===== config.mk =====
export PLATFORM = sky130hd
export DESIGN_NAME = otpc_ctrl
export DESIGN_NICKNAME = d
export VERILOG_FILES = /design/src/logic/otpc_ctrl.v
export VERILOG_INCLUDE_DIRS = /design/src /design/src/logic
export SDC_FILE = /design/constraint.sdc
export NUM_CORES = 1
export LEC_CHECK = 0
export ABC_AREA = 1
export ABC_CLOCK_PERIOD_IN_PS = 6250
export BUFFER_PORTS_ARGS = -buffer_cell sky130_fd_sc_hd__buf_2
export CAP_MARGIN = 40
export CORE_MARGIN = 1
export CORE_UTILIZATION = 67
export CTS_BUF_LIST = sky130_fd_sc_hd__clkbuf_8
export CTS_CLUSTER_SIZE = 24
export DETAILED_ROUTE_END_ITERATION = 7
export GPL_ROUTABILITY_DRIVEN = 0
export GPL_TIMING_DRIVEN = 0
export PLACE_DENSITY = 0.95
export RECOVER_POWER = 25
export REMOVE_ABC_BUFFERS = 1
export SETUP_SLACK_MARGIN = 0.15
export SLEW_MARGIN = 0
export SYNTH_ARGS = -nofsm -noshare
export SYNTH_HDL_FRONTEND = slang
export SYNTH_SLANG_ARGS = --single-unit

===== constraint.sdc =====
create_clock -name clk -period 6.25 [get_ports clk]
set_input_delay 0.3125 -clock clk [delete_from_list [all_inputs] [get_ports clk]]
set_output_delay 0.3125 -clock clk [all_outputs]
set_load 0.03 [all_outputs]

===== src/logic/otpc_defines.vh =====
// Constants for the one-time programmable ROM programming controller.
// Notes on behaviour
// RQ1 - Array is 8192 bytes, 13-bit address, 8-bit three-state data bus.
// RQ2 - Blank cells read as all ones until programmed.
// RQ3 - Programming only clears bits; written ones leave cells unchanged.
// RQ4 - Program: raise supplies, select low, enable high, pulse strobe low.
// RQ5 - Verify: supplies kept, select low, output enable low, strobe high.
// RQ6 - Normal read drives data only with select and enable low, strobe high.
// RQ7 - Standard initial pulse 1.0 ms, within 0.95 to 1.05 ms, core 6 V.
// RQ8 - High-speed initial pulse 100 us, within 95 to 105 us, core 6.25 V.
// RQ9 - Overprogram pulse width lies between 2.85 ms and 78.75 ms.
// RQ10 - Repeat pulses until verify matches, overprogram, fail past limit.
`ifndef OTPC_DEFINES_VH
`define OTPC_DEFINES_VH
`define OTPC_ADDR_W        13
`define OTPC_DATA_W        8
`define OTPC_BLANK         8'hFF
`define OTPC_CLK_MHZ       25
// Pulse widths in whole microseconds and derived cycles.
`define OTPC_STD_PW_US     1000
`define OTPC_HS_PW_US      100
`define OTPC_STD_CYC       (`OTPC_STD_PW_US * `OTPC_CLK_MHZ)
`define OTPC_HS_CYC        (`OTPC_HS_PW_US * `OTPC_CLK_MHZ)
// Overprogram is 3x the standard width per initial pulse, kept inside 2.85..78.75 ms.
`define OTPC_OVP_MULT      3
`define OTPC_OVP_MIN_US    2850
`define OTPC_OVP_MAX_US    78750
// Setup and hold times of 2 us, and a read access allowance of 1 us.
`define OTPC_SETUP_US      2
`define OTPC_SETUP_CYC     (`OTPC_SETUP_US * `OTPC_CLK_MHZ)
`define OTPC_ACC_CYC       25
`define OTPC_RETRY_MAX     25
`define OTPC_CNT_W         22
`endif


===== src/logic/otpc_ctrl.v =====
// Host-side programmer and reader for an 8K x 8 one-time programmable ROM.
`timescale 1ns/1ns
`default_nettype none
`include "otpc_defines.vh"
module otpc_ctrl #(
   parameter [21:0] STD_CYC = `OTPC_STD_CYC,
   parameter [21:0] HS_CYC  = `OTPC_HS_CYC
) (
   // Clock and reset
   input  wire                     clk,
   input  wire                     rst_n,
   // User request port
   input  wire                     req_valid,
   input  wire                     req_prog,
   input  wire                     req_fast,
   input  wire [`OTPC_ADDR_W-1:0]  req_addr,
   input  wire [`OTPC_DATA_W-1:0]  req_data,
   output reg                      busy_q,
   output reg                      done_q,
   output reg                      fail_q,
   output reg  [`OTPC_DATA_W-1:0]  rdata_q,
   output reg  [5:0]               tries_q,
   // Device pins
   output reg  [`OTPC_ADDR_W-1:0]  rom_addr_q,
   input  wire [`OTPC_DATA_W-1:0]  rom_data_in,
   output reg  [`OTPC_DATA_W-1:0]  rom_data_out_q,
   output reg                      rom_data_oe_q,
   output reg                      chip_sel_n_q,
   output reg                      out_en_n_q,
   output reg                      program_strobe_n_q,
   output reg                      vpp_high_q,
   output reg                      vcc_prog_q,
   output reg                      vcc_fast_q
);
   // One sequencer serves both operations; program and read share the end
   // state, which drops every supply and strobe together.
   localparam [2:0] S_IDLE  = 3'h0;
   localparam [2:0] S_SETUP = 3'h1;
   localparam [2:0] S_PULSE = 3'h2;
   localparam [2:0] S_HOLD  = 3'h3;
   localparam [2:0] S_VER   = 3'h4;
   localparam [2:0] S_OVP   = 3'h5;
   localparam [2:0] S_READ  = 3'h6;
   localparam [2:0] S_END   = 3'h7;

   reg                     rst_m_q;
   reg                     rst_s_q;
   reg  [`OTPC_DATA_W-1:0] din_m_q;
   reg  [`OTPC_DATA_W-1:0] din_s_q;
   reg  [2:0]              state_q;
   reg  [`OTPC_CNT_W-1:0]  cnt_q;
   reg                     ovp_q;
   reg                     fast_q;
   wire [`OTPC_CNT_W-1:0]  pw_cyc;
   wire [`OTPC_CNT_W-1:0]  ovp_cyc;
   wire [`OTPC_DATA_W-1:0] want;
   wire [31:0]             ovp_full;

   // Reset is released through two flip-flops.
   always @(posedge clk or negedge rst_n) begin
      if (!rst_n) begin
         rst_m_q <= 1'b0;
         rst_s_q <= 1'b0;
      end else begin
         rst_m_q <= 1'b1;
         rst_s_q <= rst_m_q;
      end
   end

   // Device data pins come from outside the clock domain.
   // The first stage may go metastable, so only the second one is read.
   always @(posedge clk or negedge rst_s_q) begin
      if (!rst_s_q) begin
         din_m_q <= `OTPC_BLANK;
         din_s_q <= `OTPC_BLANK;
      end else begin
         din_m_q <= rom_data_in;
         din_s_q <= din_m_q;
      end
   end

   assign pw_cyc = fast_q ? HS_CYC : STD_CYC; // [RQ7] [RQ8]
   // Overprogram is three standard widths per initial pulse in both modes,
   // so 1 to 25 initial pulses stay inside the legal overprogram window.
   // By the time it runs, tries_q already counts the overprogram itself.
   assign ovp_full = STD_CYC * (tries_q - 6'h01) * `OTPC_OVP_MULT; // [RQ9]
   assign ovp_cyc  = ovp_full[`OTPC_CNT_W-1:0];
   // Verify wants the whole byte back; a cell already cleared where the
   // request holds a one can never match, and that ends in a failure.
   assign want = rom_data_out_q; // [RQ3]

   always @(posedge clk or negedge rst_s_q) begin
      if (!rst_s_q) begin
         state_q            <= S_IDLE;
         cnt_q              <= {`OTPC_CNT_W{1'b0}};
         ovp_q              <= 1'b0;
         fast_q             <= 1'b0;
         busy_q             <= 1'b0;
         done_q             <= 1'b0;
         fail_q             <= 1'b0;
         rdata_q            <= `OTPC_BLANK;
         tries_q            <= 6'h00;
         rom_addr_q         <= {`OTPC_ADDR_W{1'b0}};
         rom_data_out_q     <= `OTPC_BLANK;
         rom_data_oe_q      <= 1'b0;
         chip_sel_n_q       <= 1'b1;
         out_en_n_q         <= 1'b1;
         program_strobe_n_q <= 1'b1;
         vpp_high_q         <= 1'b0;
         vcc_prog_q         <= 1'b0;
         vcc_fast_q         <= 1'b0;
      end else begin
         done_q <= 1'b0;
         cnt_q  <= cnt_q + 1'b1;
         case (state_q)
            S_IDLE: begin
               // A request is taken only here; one that comes while busy is lost.
               cnt_q <= {`OTPC_CNT_W{1'b0}};
               if (req_valid) begin
                  busy_q         <= 1'b1;
                  fail_q         <= 1'b0;
                  tries_q        <= 6'h00;
                  ovp_q          <= 1'b0;
                  fast_q         <= req_fast;
                  rom_addr_q     <= req_addr; // [RQ1]
                  rom_data_out_q <= req_data;
                  chip_sel_n_q   <= 1'b0;
                  if (req_prog) begin
                     // Supplies settle before data and strobe move.
                     vpp_high_q <= 1'b1; // [RQ4]
                     vcc_prog_q <= 1'b1;
                     vcc_fast_q <= req_fast;
                     state_q    <= S_SETUP;
                  end else begin
                     out_en_n_q <= 1'b0; // [RQ6]
                     state_q    <= S_READ;
                  end
               end
            end
            S_SETUP: begin
               // Each try starts here, so address, data and both supplies get
               // the full setup time again before the strobe falls.
               out_en_n_q    <= 1'b1;
               rom_data_oe_q <= 1'b1;
               if (cnt_q >= `OTPC_SETUP_CYC) begin
                  cnt_q              <= {`OTPC_CNT_W{1'b0}};
                  program_strobe_n_q <= 1'b0; // [RQ4]
                  tries_q            <= tries_q + 6'h01;
                  state_q            <= S_PULSE;
               end
            end
            S_PULSE: begin
               // The strobe stays low for exactly the selected width.
               if (cnt_q >= (ovp_q ? ovp_cyc : pw_cyc) - 1'b1) begin
                  cnt_q              <= {`OTPC_CNT_W{1'b0}};
                  program_strobe_n_q <= 1'b1;
                  state_q            <= S_HOLD;
               end
            end
            S_HOLD: begin
               // Data held 2 us past the strobe before the bus turns round.
               if (cnt_q >= `OTPC_SETUP_CYC) begin
                  cnt_q         <= {`OTPC_CNT_W{1'b0}};
                  rom_data_oe_q <= 1'b0;
                  out_en_n_q    <= 1'b0; // [RQ5]
                  state_q       <= S_VER;
               end
            end
            S_VER: begin
               // The synchroniser adds two cycles, well inside the access wait.
               if (cnt_q >= `OTPC_ACC_CYC) begin
                  cnt_q   <= {`OTPC_CNT_W{1'b0}};
                  rdata_q <= din_s_q;
                  if (ovp_q) begin
                     // A byte that moved after the match is a failure.
                     fail_q  <= (din_s_q != want); // [RQ10]
                     state_q <= S_END;
                  end else if (din_s_q == want) begin
                     ovp_q   <= 1'b1; // [RQ10]
                     state_q <= S_OVP;
                  end else if (tries_q >= `OTPC_RETRY_MAX) begin
                     fail_q  <= 1'b1; // [RQ10]
                     state_q <= S_END;
                  end else begin
                     state_q <= S_SETUP;
                  end
               end
            end
            S_OVP: begin
               // Overprogram runs at the standard core level.
               vcc_fast_q <= 1'b0;
               state_q    <= S_SETUP;
               cnt_q      <= {`OTPC_CNT_W{1'b0}};
            end
            S_READ: begin
               // Read mode keeps the strobe high and both supplies low.
               if (cnt_q >= `OTPC_ACC_CYC) begin
                  rdata_q <= din_s_q; // [RQ2]
                  state_q <= S_END;
               end
            end
            S_END: begin
               // The strobe is already high, so dropping the supplies here
               // cannot disturb a cell on the way out.
               chip_sel_n_q       <= 1'b1; // [RQ6]
               out_en_n_q         <= 1'b1;
               program_strobe_n_q <= 1'b1;
               rom_data_oe_q      <= 1'b0;
               vpp_high_q         <= 1'b0;
               vcc_prog_q         <= 1'b0;
               vcc_fast_q         <= 1'b0;
               busy_q             <= 1'b0;
               done_q             <= 1'b1;
               state_q            <= S_IDLE;
            end
            default: state_q <= S_IDLE;
         endcase
      end
   end
endmodule
`default_nettype wire


==> summary.txt, run 1 <==
Status: aborted with a tool error
Last stage: global routing
First Err: [ERROR GRT-0232] Routing congestion too high. Check the congestion heatmap in the GUI.
Total GRT Usage: 86.8%
I/O Pins: 79
Synth Register Bits: 89
Htree depth: 3
Row cnt: 38
Netlist cell types: 44
Syn Std Cell Area: 7710 um^2
Category of the worst endpoint: register input
Cell count after synthesis: 1027
DIE WIDTH: 109 um
Initial Util: 69.9%
Pin count of the biggest net entering global routing: 52
Clk root buf: clkbuf_8
Port Buffer Count: 78
Clk buf depth: 2
GRT overflow: 215
Post-synthesis sequential area ratio: 29.5%
Num Clock Sinks: 89
CTS Buf Count: 9
Synth warnings: 0
Avg Synthesized Cell Area: 7.51 um^2
Die height: 109 um
Area after DPL: 8260 um^2
DP Wirelength: 14.1 mm
Worst EP post-GRT repair: state_q[1]$_DFFE_PN0P_/D
-- repair_timing --
action                                  4_1_cts
resized for setup                           128
endpoints found under the hold margin         2
hold buffers                                  1
cloned                                        2
endpoints found under the setup margin       26
buffers inserted                             38
pin swaps                                    69
-- metrics by stage --
| stage | setup TNS (ps) | std cells | worst slack [ps] |
|---|---|---|---|
| after floorplan | -36360 | 1011 | -1560 |
| after global placement | -67460 | 1229 | -2860 |
| after detailed placement | -55530 | 1232 | -2380 |
| after CTS | -10340 | 1289 | -477 |
-- cells by family after synthesis --
group	Yosys count	synth area share, %
other	1	0.0486
DFF	89	29.5
AOI/OAI and AO/OA	116	8.33
muxes	8	1.17
buffers and inverters	167	8.34
and+or+nand+nor	476	26.6
xor gates and xnor gates	58	6.59
adders and majority gates	112	19.4
-- Yosys cell counts --
master / count / area (um^2)
nor3b_1: 1 / 7.51
nand3_4: 2 / 35.0
nand2_1: 273 / 1020
xor2_1: 37 / 324
and2_1: 1 / 6.26
o31ai_1: 1 / 7.51
a2bb2oi_1: 1 / 8.76
o21a_1: 2 / 15.0
o21bai_1: 5 / 37.5
nand3_2: 1 / 10.0
nor2_4: 3 / 33.8
buf_4: 2 / 15.0
nor4_1: 4 / 25.0
a31oi_1: 5 / 31.3
nand2_4: 1 / 11.3
inv_2: 2 / 7.51
nand4_1: 12 / 75.1
buf_2: 7 / 35.0
nand3b_1: 11 / 82.6
a21oi_1: 61 / 305
nand3_1: 70 / 350
nor2_1: 80 / 300
clkbuf_1: 7 / 26.3
a31o_2: 1 / 8.76
a22oi_1: 1 / 7.51
fa_1: 13 / 260
nor3_1: 12 / 60.1
o211ai_1: 1 / 7.51
mux2_2: 8 / 90.1
o21ai_4: 1 / 16.3
dfrtp_1: 54 / 1350
a21o_1: 2 / 15.0
clkinv_1: 1 / 3.75
ha_1: 99 / 1240
xnor2_1: 21 / 184
nor2_2: 1 / 6.26
dfstp_2: 35 / 920
or3_1: 1 / 6.26
inv_1: 148 / 556
conb_1: 1 / 3.75
nand2_2: 3 / 18.8
a21boi_1: 1 / 7.51
o21ai_0: 33 / 165
a21oi_2: 1 / 8.76
-- metal layers --
metal	GRT overflow	GRT usage [%]
met5	3	29.0
met4	72	95.1
met3	5	72.1
met2	127	102
met1	8	84.9
==> inputs of run 2 (changes only) <==
--- a/config.mk
+++ b/config.mk
@@ -11,16 +11,13 @@
 export BUFFER_PORTS_ARGS = -buffer_cell sky130_fd_sc_hd__buf_2
 export CAP_MARGIN = 40
 export CORE_MARGIN = 1
-export CORE_UTILIZATION = 67
-export CTS_BUF_LIST = sky130_fd_sc_hd__clkbuf_8
-export CTS_CLUSTER_SIZE = 24
+export CORE_UTILIZATION = 40
 export DETAILED_ROUTE_END_ITERATION = 7
 export GPL_ROUTABILITY_DRIVEN = 0
 export GPL_TIMING_DRIVEN = 0
-export PLACE_DENSITY = 0.95
+export PLACE_DENSITY_LB_ADDON = 0.15
 export RECOVER_POWER = 25
 export REMOVE_ABC_BUFFERS = 1
-export SETUP_SLACK_MARGIN = 0.15
 export SLEW_MARGIN = 0
 export SYNTH_ARGS = -nofsm -noshare
 export SYNTH_HDL_FRONTEND = slang
==> summary.txt, run 2 <==
Status: finished with violations
Failing checks: max-capacitance violations, max-slew violations, negative setup slack
Via count: 6897
Crit path top cell by count: a21oi_2
Post-synthesis sequential area ratio: 29.5% (unchanged)
Crit path max fanout: 15
Row cnt: 50 (+32%)
Fin area: 9950 um^2
Number of synthesized flops with an enable pin: 0 (unchanged)
Most common cell in the netlist: nand2_1
Worst-case clock skew: 10.7 ps
Syn Std Cell Area: 7710 um^2 (unchanged)
P&R area growth vs syn: 29.0%
Pre-CTS setup slack: -2750 ps (-369 ps)
Total GRT Usage: 20.1%
TNS Setup: -15710 ps
Dominant synthesized flop cell: dfrtp_1
Cell taking the most area after synthesis: dfrtp_1
Fin nets: 1313
Vias in the first global route: 6970
Pin count of the biggest net entering global routing: 55
Min Tclk post-route: 6910 ps
Clock insertion delay at the later pin of the skew report: 350 ps
Netlist cell types: 44 (unchanged)
CP arrival: 7180 ps
Setup crit end kind: flop
Max incr delay on CP: 550 ps
Synth warnings: 0 (unchanged)
FFs w/ async S/R, synth: 100% (unchanged)
Port Buffer Count: 78 (unchanged)
Vias/cell: 4.91
Total Wirelength: 18.7 mm
Leakage Power: 5.24 nW
I/O Pins: 79 (unchanged)
1st-iter DRT viols: 239
Worst slew pin tran: 2110 ps
Crit Path Class: flop to flop
CTS tree: yes
Fin crit share: 111%
RSZ-0062 raised after global routing: true
Avg Synthesized Cell Area: 7.51 um^2 (unchanged)
R2r worst-path depth: 41
First drt pass iteration count: 4
WHS Path Cells: 1
Die area: 19800 um^2
Max VDD drop: 157 uV
Num Clock Sinks: 89 (unchanged)
Number of flip-flops in the largest register: 22
Layout cell share with drive strength beyond 1: 29.9%
Worst slew margin: -40.5%
Total power: 0.00117 W
Worst hold slack: 55.6 ps
Htree depth: 3 (unchanged)
DP Wirelength: 13.7 mm (-2.5%)
Fin worst setup slack: -660 ps
Synth top area share: 17.5% (unchanged)
Fmax: 0.145 GHz
Slowest CP cell: fa_1
Global-route wire length before repair: 32.1 mm
Final Setup Violations: 26
Placeable Area: 18800 um^2
Die height: 141 um (+29%)
Clk buf depth: 2 (unchanged)
Required @ worst endpoint: 6520 ps
Initial Util: 41.1% (-29 points)
Commonest cells after routing, fill and taps aside: nand2_1, inv_1, ha_1, buf_2
Largest regs: cnt_q: 22 flops, rom_addr_q: 13 flops
Worst Setup Start Kind: flop
Largest register by flop count: cnt_q
Initial antenna violation count: 0
Hold Crit Class: primary input to flop
Final Hold Fails: 0
Synth cell count leaders: nand2_1, inv_1, ha_1
Remaining antenna violation count: 0
CTS Buf Count: 9 (unchanged)
Worst-path clk slew: 70 ps
Clk root buf: clkbuf_16
Number of remaining DRC errors: 0
Final Max Slew Viols: 54
Area after DPL: 8380 um^2 (+1.5%)
# diodes: 0
Most common cell after layout, fill and taps aside: nand2_1
# fillers: 1810
Synth Register Bits: 89 (unchanged)
Pwr/cell area: 117 nW/um^2
Cell count after synthesis: 1027 (unchanged)
Routed WL per cell: 13.3 um
DIE WIDTH: 141 um (+29%)
GRT overflow: 0
Largest cells by area after synthesis: dfrtp_1, ha_1, nand2_1, dfstp_2, inv_1
Max-Cap Viols: 1
[run 2: cell counts after synthesis]
No cell type changed its count.
[run 2: metrics by stage]
step	instances	util (%)
4_1_cts	1395	51.4
2_1_floorplan	1011	-
3_3_place_gp	1323	44.3
5_1_grt	1406	53.0
6_report	1406	53.0
3_5_place_dp	1327	44.6
[run 2: layer usage]
metal	GRT usage (%)	wire length (um)
met2	35.1	8900
met3	3.70	779
met1	25.0	8620
met5	0	0
met4	6.64	375
[run 2: critical path: cells and delay by family (launching register included)]
family          cells  cell delay (ps)
fa+ha+maj           8             2730
simple gates       12             1260
buf+inv            12             1250
compound gates      7              800
flops               1              420
xor+xnor            2              370
[run 2: cells by family after synthesis]
logic type,count (synthesis),share of synthesized area (%)
multiplexers,8,1.17
other,1,0.0486
flip-flops,89,29.5
buffers and inverters,167,8.34
XOR/XNOR,58,6.59
AO/OA/AOI/OAI,116,8.33
adder cells (fa/ha/maj),112,19.4
AND/OR/NAND/NOR,476,26.6
[run 2: final timing paths]
| path | from | end | slack (ps) |
|---|---|---|---|
| worst max-delay path | tries_q[0] | cnt_q[13] | -660 |
| worst min-delay path | rom_data_in[6] | din_m_q[6] | 60 |
| worst max register to register | tries_q[0] | cnt_q[13] | -660 |
| worst min register to register | din_m_q[2] | din_s_q[2] | 360 |
| max in group asynchronous | rst_s_q | tries_q[2] | 4000 |
| min in group asynchronous | rst_n | rst_s_q | 280 |
[run 2: cell type report]
cell class | instances | area (um^2) | share of cell area (%)
multi-input cells | 771 | 5550 | 55.8
flip-flops and latches | 89 | 2280 | 22.9
repair buffers | 145 | 953 | 9.58
inverters | 151 | 584 | 5.87
well taps | 234 | 293 | 2.94
clock buffers | 10 | 229 | 2.30
clock inverters | 6 | 65.1 | 0.654
[run 2: what timing repair did]
item,in CTS,in global routing
setup buffers,51,11
hold buffers,1,0
hold endpoints to repair,2,0
setup endpoints to repair,26,26
resized for setup,120,56
pin swaps,45,40
[run 2: report_power, final]
group / total [W] / leakage [nW] / switching [W] / internal (W)
sequential: 0.000595 / 1.06 / 0.00000903 / 0.000586
combinational: 0.0000199 / 4.03 / 0.00000916 / 0.0000107
clock: 0.000551 / 0.143 / 0.000239 / 0.000312
Power figures use the tool's default switching activity.
==> inputs of run 3 (changes only) <==
--- a/config.mk
+++ b/config.mk
@@ -16,7 +16,6 @@
 export GPL_ROUTABILITY_DRIVEN = 0
 export GPL_TIMING_DRIVEN = 0
 export PLACE_DENSITY_LB_ADDON = 0.15
-export RECOVER_POWER = 25
 export REMOVE_ABC_BUFFERS = 1
 export SLEW_MARGIN = 0
 export SYNTH_ARGS = -nofsm -noshare
==> summary.txt, run 3 (synthesis results as in run 2) <==
Min Tclk post-route: 6910 ps (-0.226 ps)
CTS tree: yes
Final Setup Violations: 26 (unchanged)
Crit path from: tries_q[0]
Remaining antenna violation count: 0 (unchanged)
Most common cell after layout, fill and taps aside: nand2_1
Placeable Area: 18800 um^2 (unchanged)
Htree depth: 3 (unchanged)
Worst-path clk slew: 70 ps (about the same)
Largest regs: cnt_q: 22 flops, rom_addr_q: 13 flops
Row cnt: 50 (unchanged)
Max incr delay on CP: 550 ps (about the same)
1st-iter DRT viols: 239 (unchanged)
Total GRT Usage: 20.1% (unchanged)
Num Clock Sinks: 89 (unchanged)
Max-Cap Viols: 0 (-1)
Clk pwr share: 47.3% (about the same)
Initial Util: 41.1% (unchanged)
Status: finished with violations
Port Buffer Count: 78 (unchanged)
Vias/cell: 4.91 (about the same)
DP Wirelength: 13.7 mm (unchanged)
Hold Crit Class: primary input to flop
RSZ-0062 raised after global routing: true
Pwr/cell area: 117 nW/um^2 (about the same)
Initial antenna violation count: 0 (unchanged)
Worst slew pin tran: 819 ps (-1290 ps)
Worst slew margin: 45.4% (+86 points)
Leakage Power: 5.24 nW (about the same)
Vias in the first global route: 6970 (unchanged)
Worst-case clock skew: 10.6 ps (-0.0273 ps)
# fillers: 1809 (-0.055%)
CTS Buf Count: 9 (unchanged)
Fin nets: 1313 (unchanged)
Via count: 6900 (+0.043%)
Commonest cells after routing, fill and taps aside: nand2_1, inv_1, buf_2
Worst hold slack: 55.4 ps (-0.265 ps)
Number of flip-flops in the largest register: 22 (unchanged)
Total Wirelength: 18.7 mm (about the same)
Final Max Slew Viols: 0 (-100%)
DIE WIDTH: 141 um (unchanged)
Die height: 141 um (unchanged)
Global-route wire length before repair: 32.1 mm (unchanged)
Sequential Area: 2280 um^2 (+0.17%)
Setup crit end kind: flop
Routed WL per cell: 13.3 um (about the same)
CP arrival: 7180 ps (about the same)
Fin worst setup slack: -660 ps (+0.226 ps)
Reg power frac: 51.0% (about the same)
Pin count of the biggest net entering global routing: 55 (unchanged)
Crit Path Class: flop to flop
Final Hold Fails: 0 (unchanged)
I/O Pins: 79 (unchanged)
Hold_sp: rom_data_in[5]
Clk root buf: clkbuf_16
Number of remaining DRC errors: 0 (unchanged)
Clk buf depth: 2 (unchanged)
Max VDD drop: 158 uV (+0.76%)
GRT overflow: 0 (unchanged)
Crit path top cell by count: a21oi_2
Total power: 0.00117 W (about the same)
Switching share of power: 22.1% (+0.028 points)
Fmax: 0.145 GHz (about the same)
Die area: 19800 um^2 (unchanged)
Crit path max fanout: 15 (unchanged)
Largest register by flop count: cnt_q
# diodes: 0 (unchanged)
Worst R2R Start: tries_q[0]
Gate power share: 1.7% (about the same)
Sw Pwr: 0.000258 W (+0.19%)
Clock insertion delay at the later pin of the skew report: 350 ps (about the same)
Worst Setup Start Kind: flop
Layout cell share with drive strength beyond 1: 30.0% (+0.17 points)
Required @ worst endpoint: 6520 ps (about the same)
Fin crit share: 111% (about the same)
First drt pass iteration count: 4 (unchanged)
Slowest CP cell: fa_1
Failing checks: negative setup slack
P&R area growth vs syn: 29.1% (about the same)
Int Pwr: 0.000909 W (about the same)
Multi-input logic area: 5550 um^2 (unchanged)
[run 3: changes by cell type in the layout (fill, tap and decap cells not counted), sizes merged]
| cell | change |
|---|---|
| clkbuf | -1 |
| buf | +1 |
[run 3: final cells by class]
| type | count | area share, % |
|---|---|---|
| multi-input combinational | 771 | 55.7 |
| sequential | 89 | 22.9 |
| clock inverter | 6 | 0.654 |
| tap | 234 | 2.94 |
| clock buffer | 10 | 2.30 |
| timing repair buffer | 145 | 9.59 |
| inverter | 151 | 5.87 |
[run 3: power by group through the flow]
stage | clock, W | combinational, W | sequential [W]
after floorplan | 0 | 0.00000301 | 0.000606
after global placement | 0 | 0.0000136 | 0.000610
after detailed placement | 0 | 0.0000199 | 0.000607
after CTS | 0.000570 | 0.0000204 | 0.000596
after global routing | 0.000593 | 0.0000224 | 0.000598
final | 0.000552 | 0.0000198 | 0.000596
[run 3: path summary, 6_finish.rpt]
| path | end | slack [ps] | depth (start not counted) |
|---|---|---|---|
| max in group asynchronous | chip_sel_n_q | 5180 | 1 |
| worst max register to register | cnt_q[13] | -660 | 41 |
| worst min-delay path | din_m_q[5] | 60 | 1 |
| worst min register to register | din_s_q[4] | 350 | 0 |
| worst max-delay path | cnt_q[13] | -660 | 41 |
| min in group asynchronous | rst_s_q | 280 | 2 |
[run 3: worst max-delay path, delay by kind of cell (launching register included)]
kind	cells	cell delay [ps]
flip-flops	1	420
buffers and inverters	12	1250
AO/OA/AOI/OAI	7	800
AND/OR/NAND/NOR	12	1260
XOR/XNOR	2	370
adder cells (fa/ha/maj)	8	2730
[run 3: repair_timing]
item                                    CTS  global route
hold buffers                              1             0
endpoints found under the setup margin   26            26
hold endpoints to repair                  2             0
setup buffers                            51            11
gates resized for setup                 120            56
pin swaps                                45            40
[run 3: through the flow]
step / worst slack, ps / setup TNS (ps) / cell area, um^2 / utilization [%] / std cells
floorplan: -1560 / -36360 / 7630 / - / 1011
global placement: -3290 / -78720 / 8320 / 44.3 / 1323
detailed placement: -2750 / -64230 / 8380 / 44.6 / 1327
CTS: -526 / -12620 / 9640 / 51.4 / 1395
global route: -966 / -23820 / 9950 / 53.0 / 1406
finish: -660 / -15710 / 9950 / 53.0 / 1406
[run 3: layer usage]
| layer | wire, um | global-route usage [%] | vias up | part of all wire [%] |
|---|---|---|---|---|
| met5 | 0 | 0 | - | 0 |
| met4 | 375 | 6.64 | 0 | 2.0 |
| met3 | 781 | 3.70 | 27 | 4.2 |
| met2 | 8900 | 35.1 | 117 | 48 |
| met1 | 8600 | 25.0 | 3173 | 46 |
| li1 | - | - | 3583 | - |
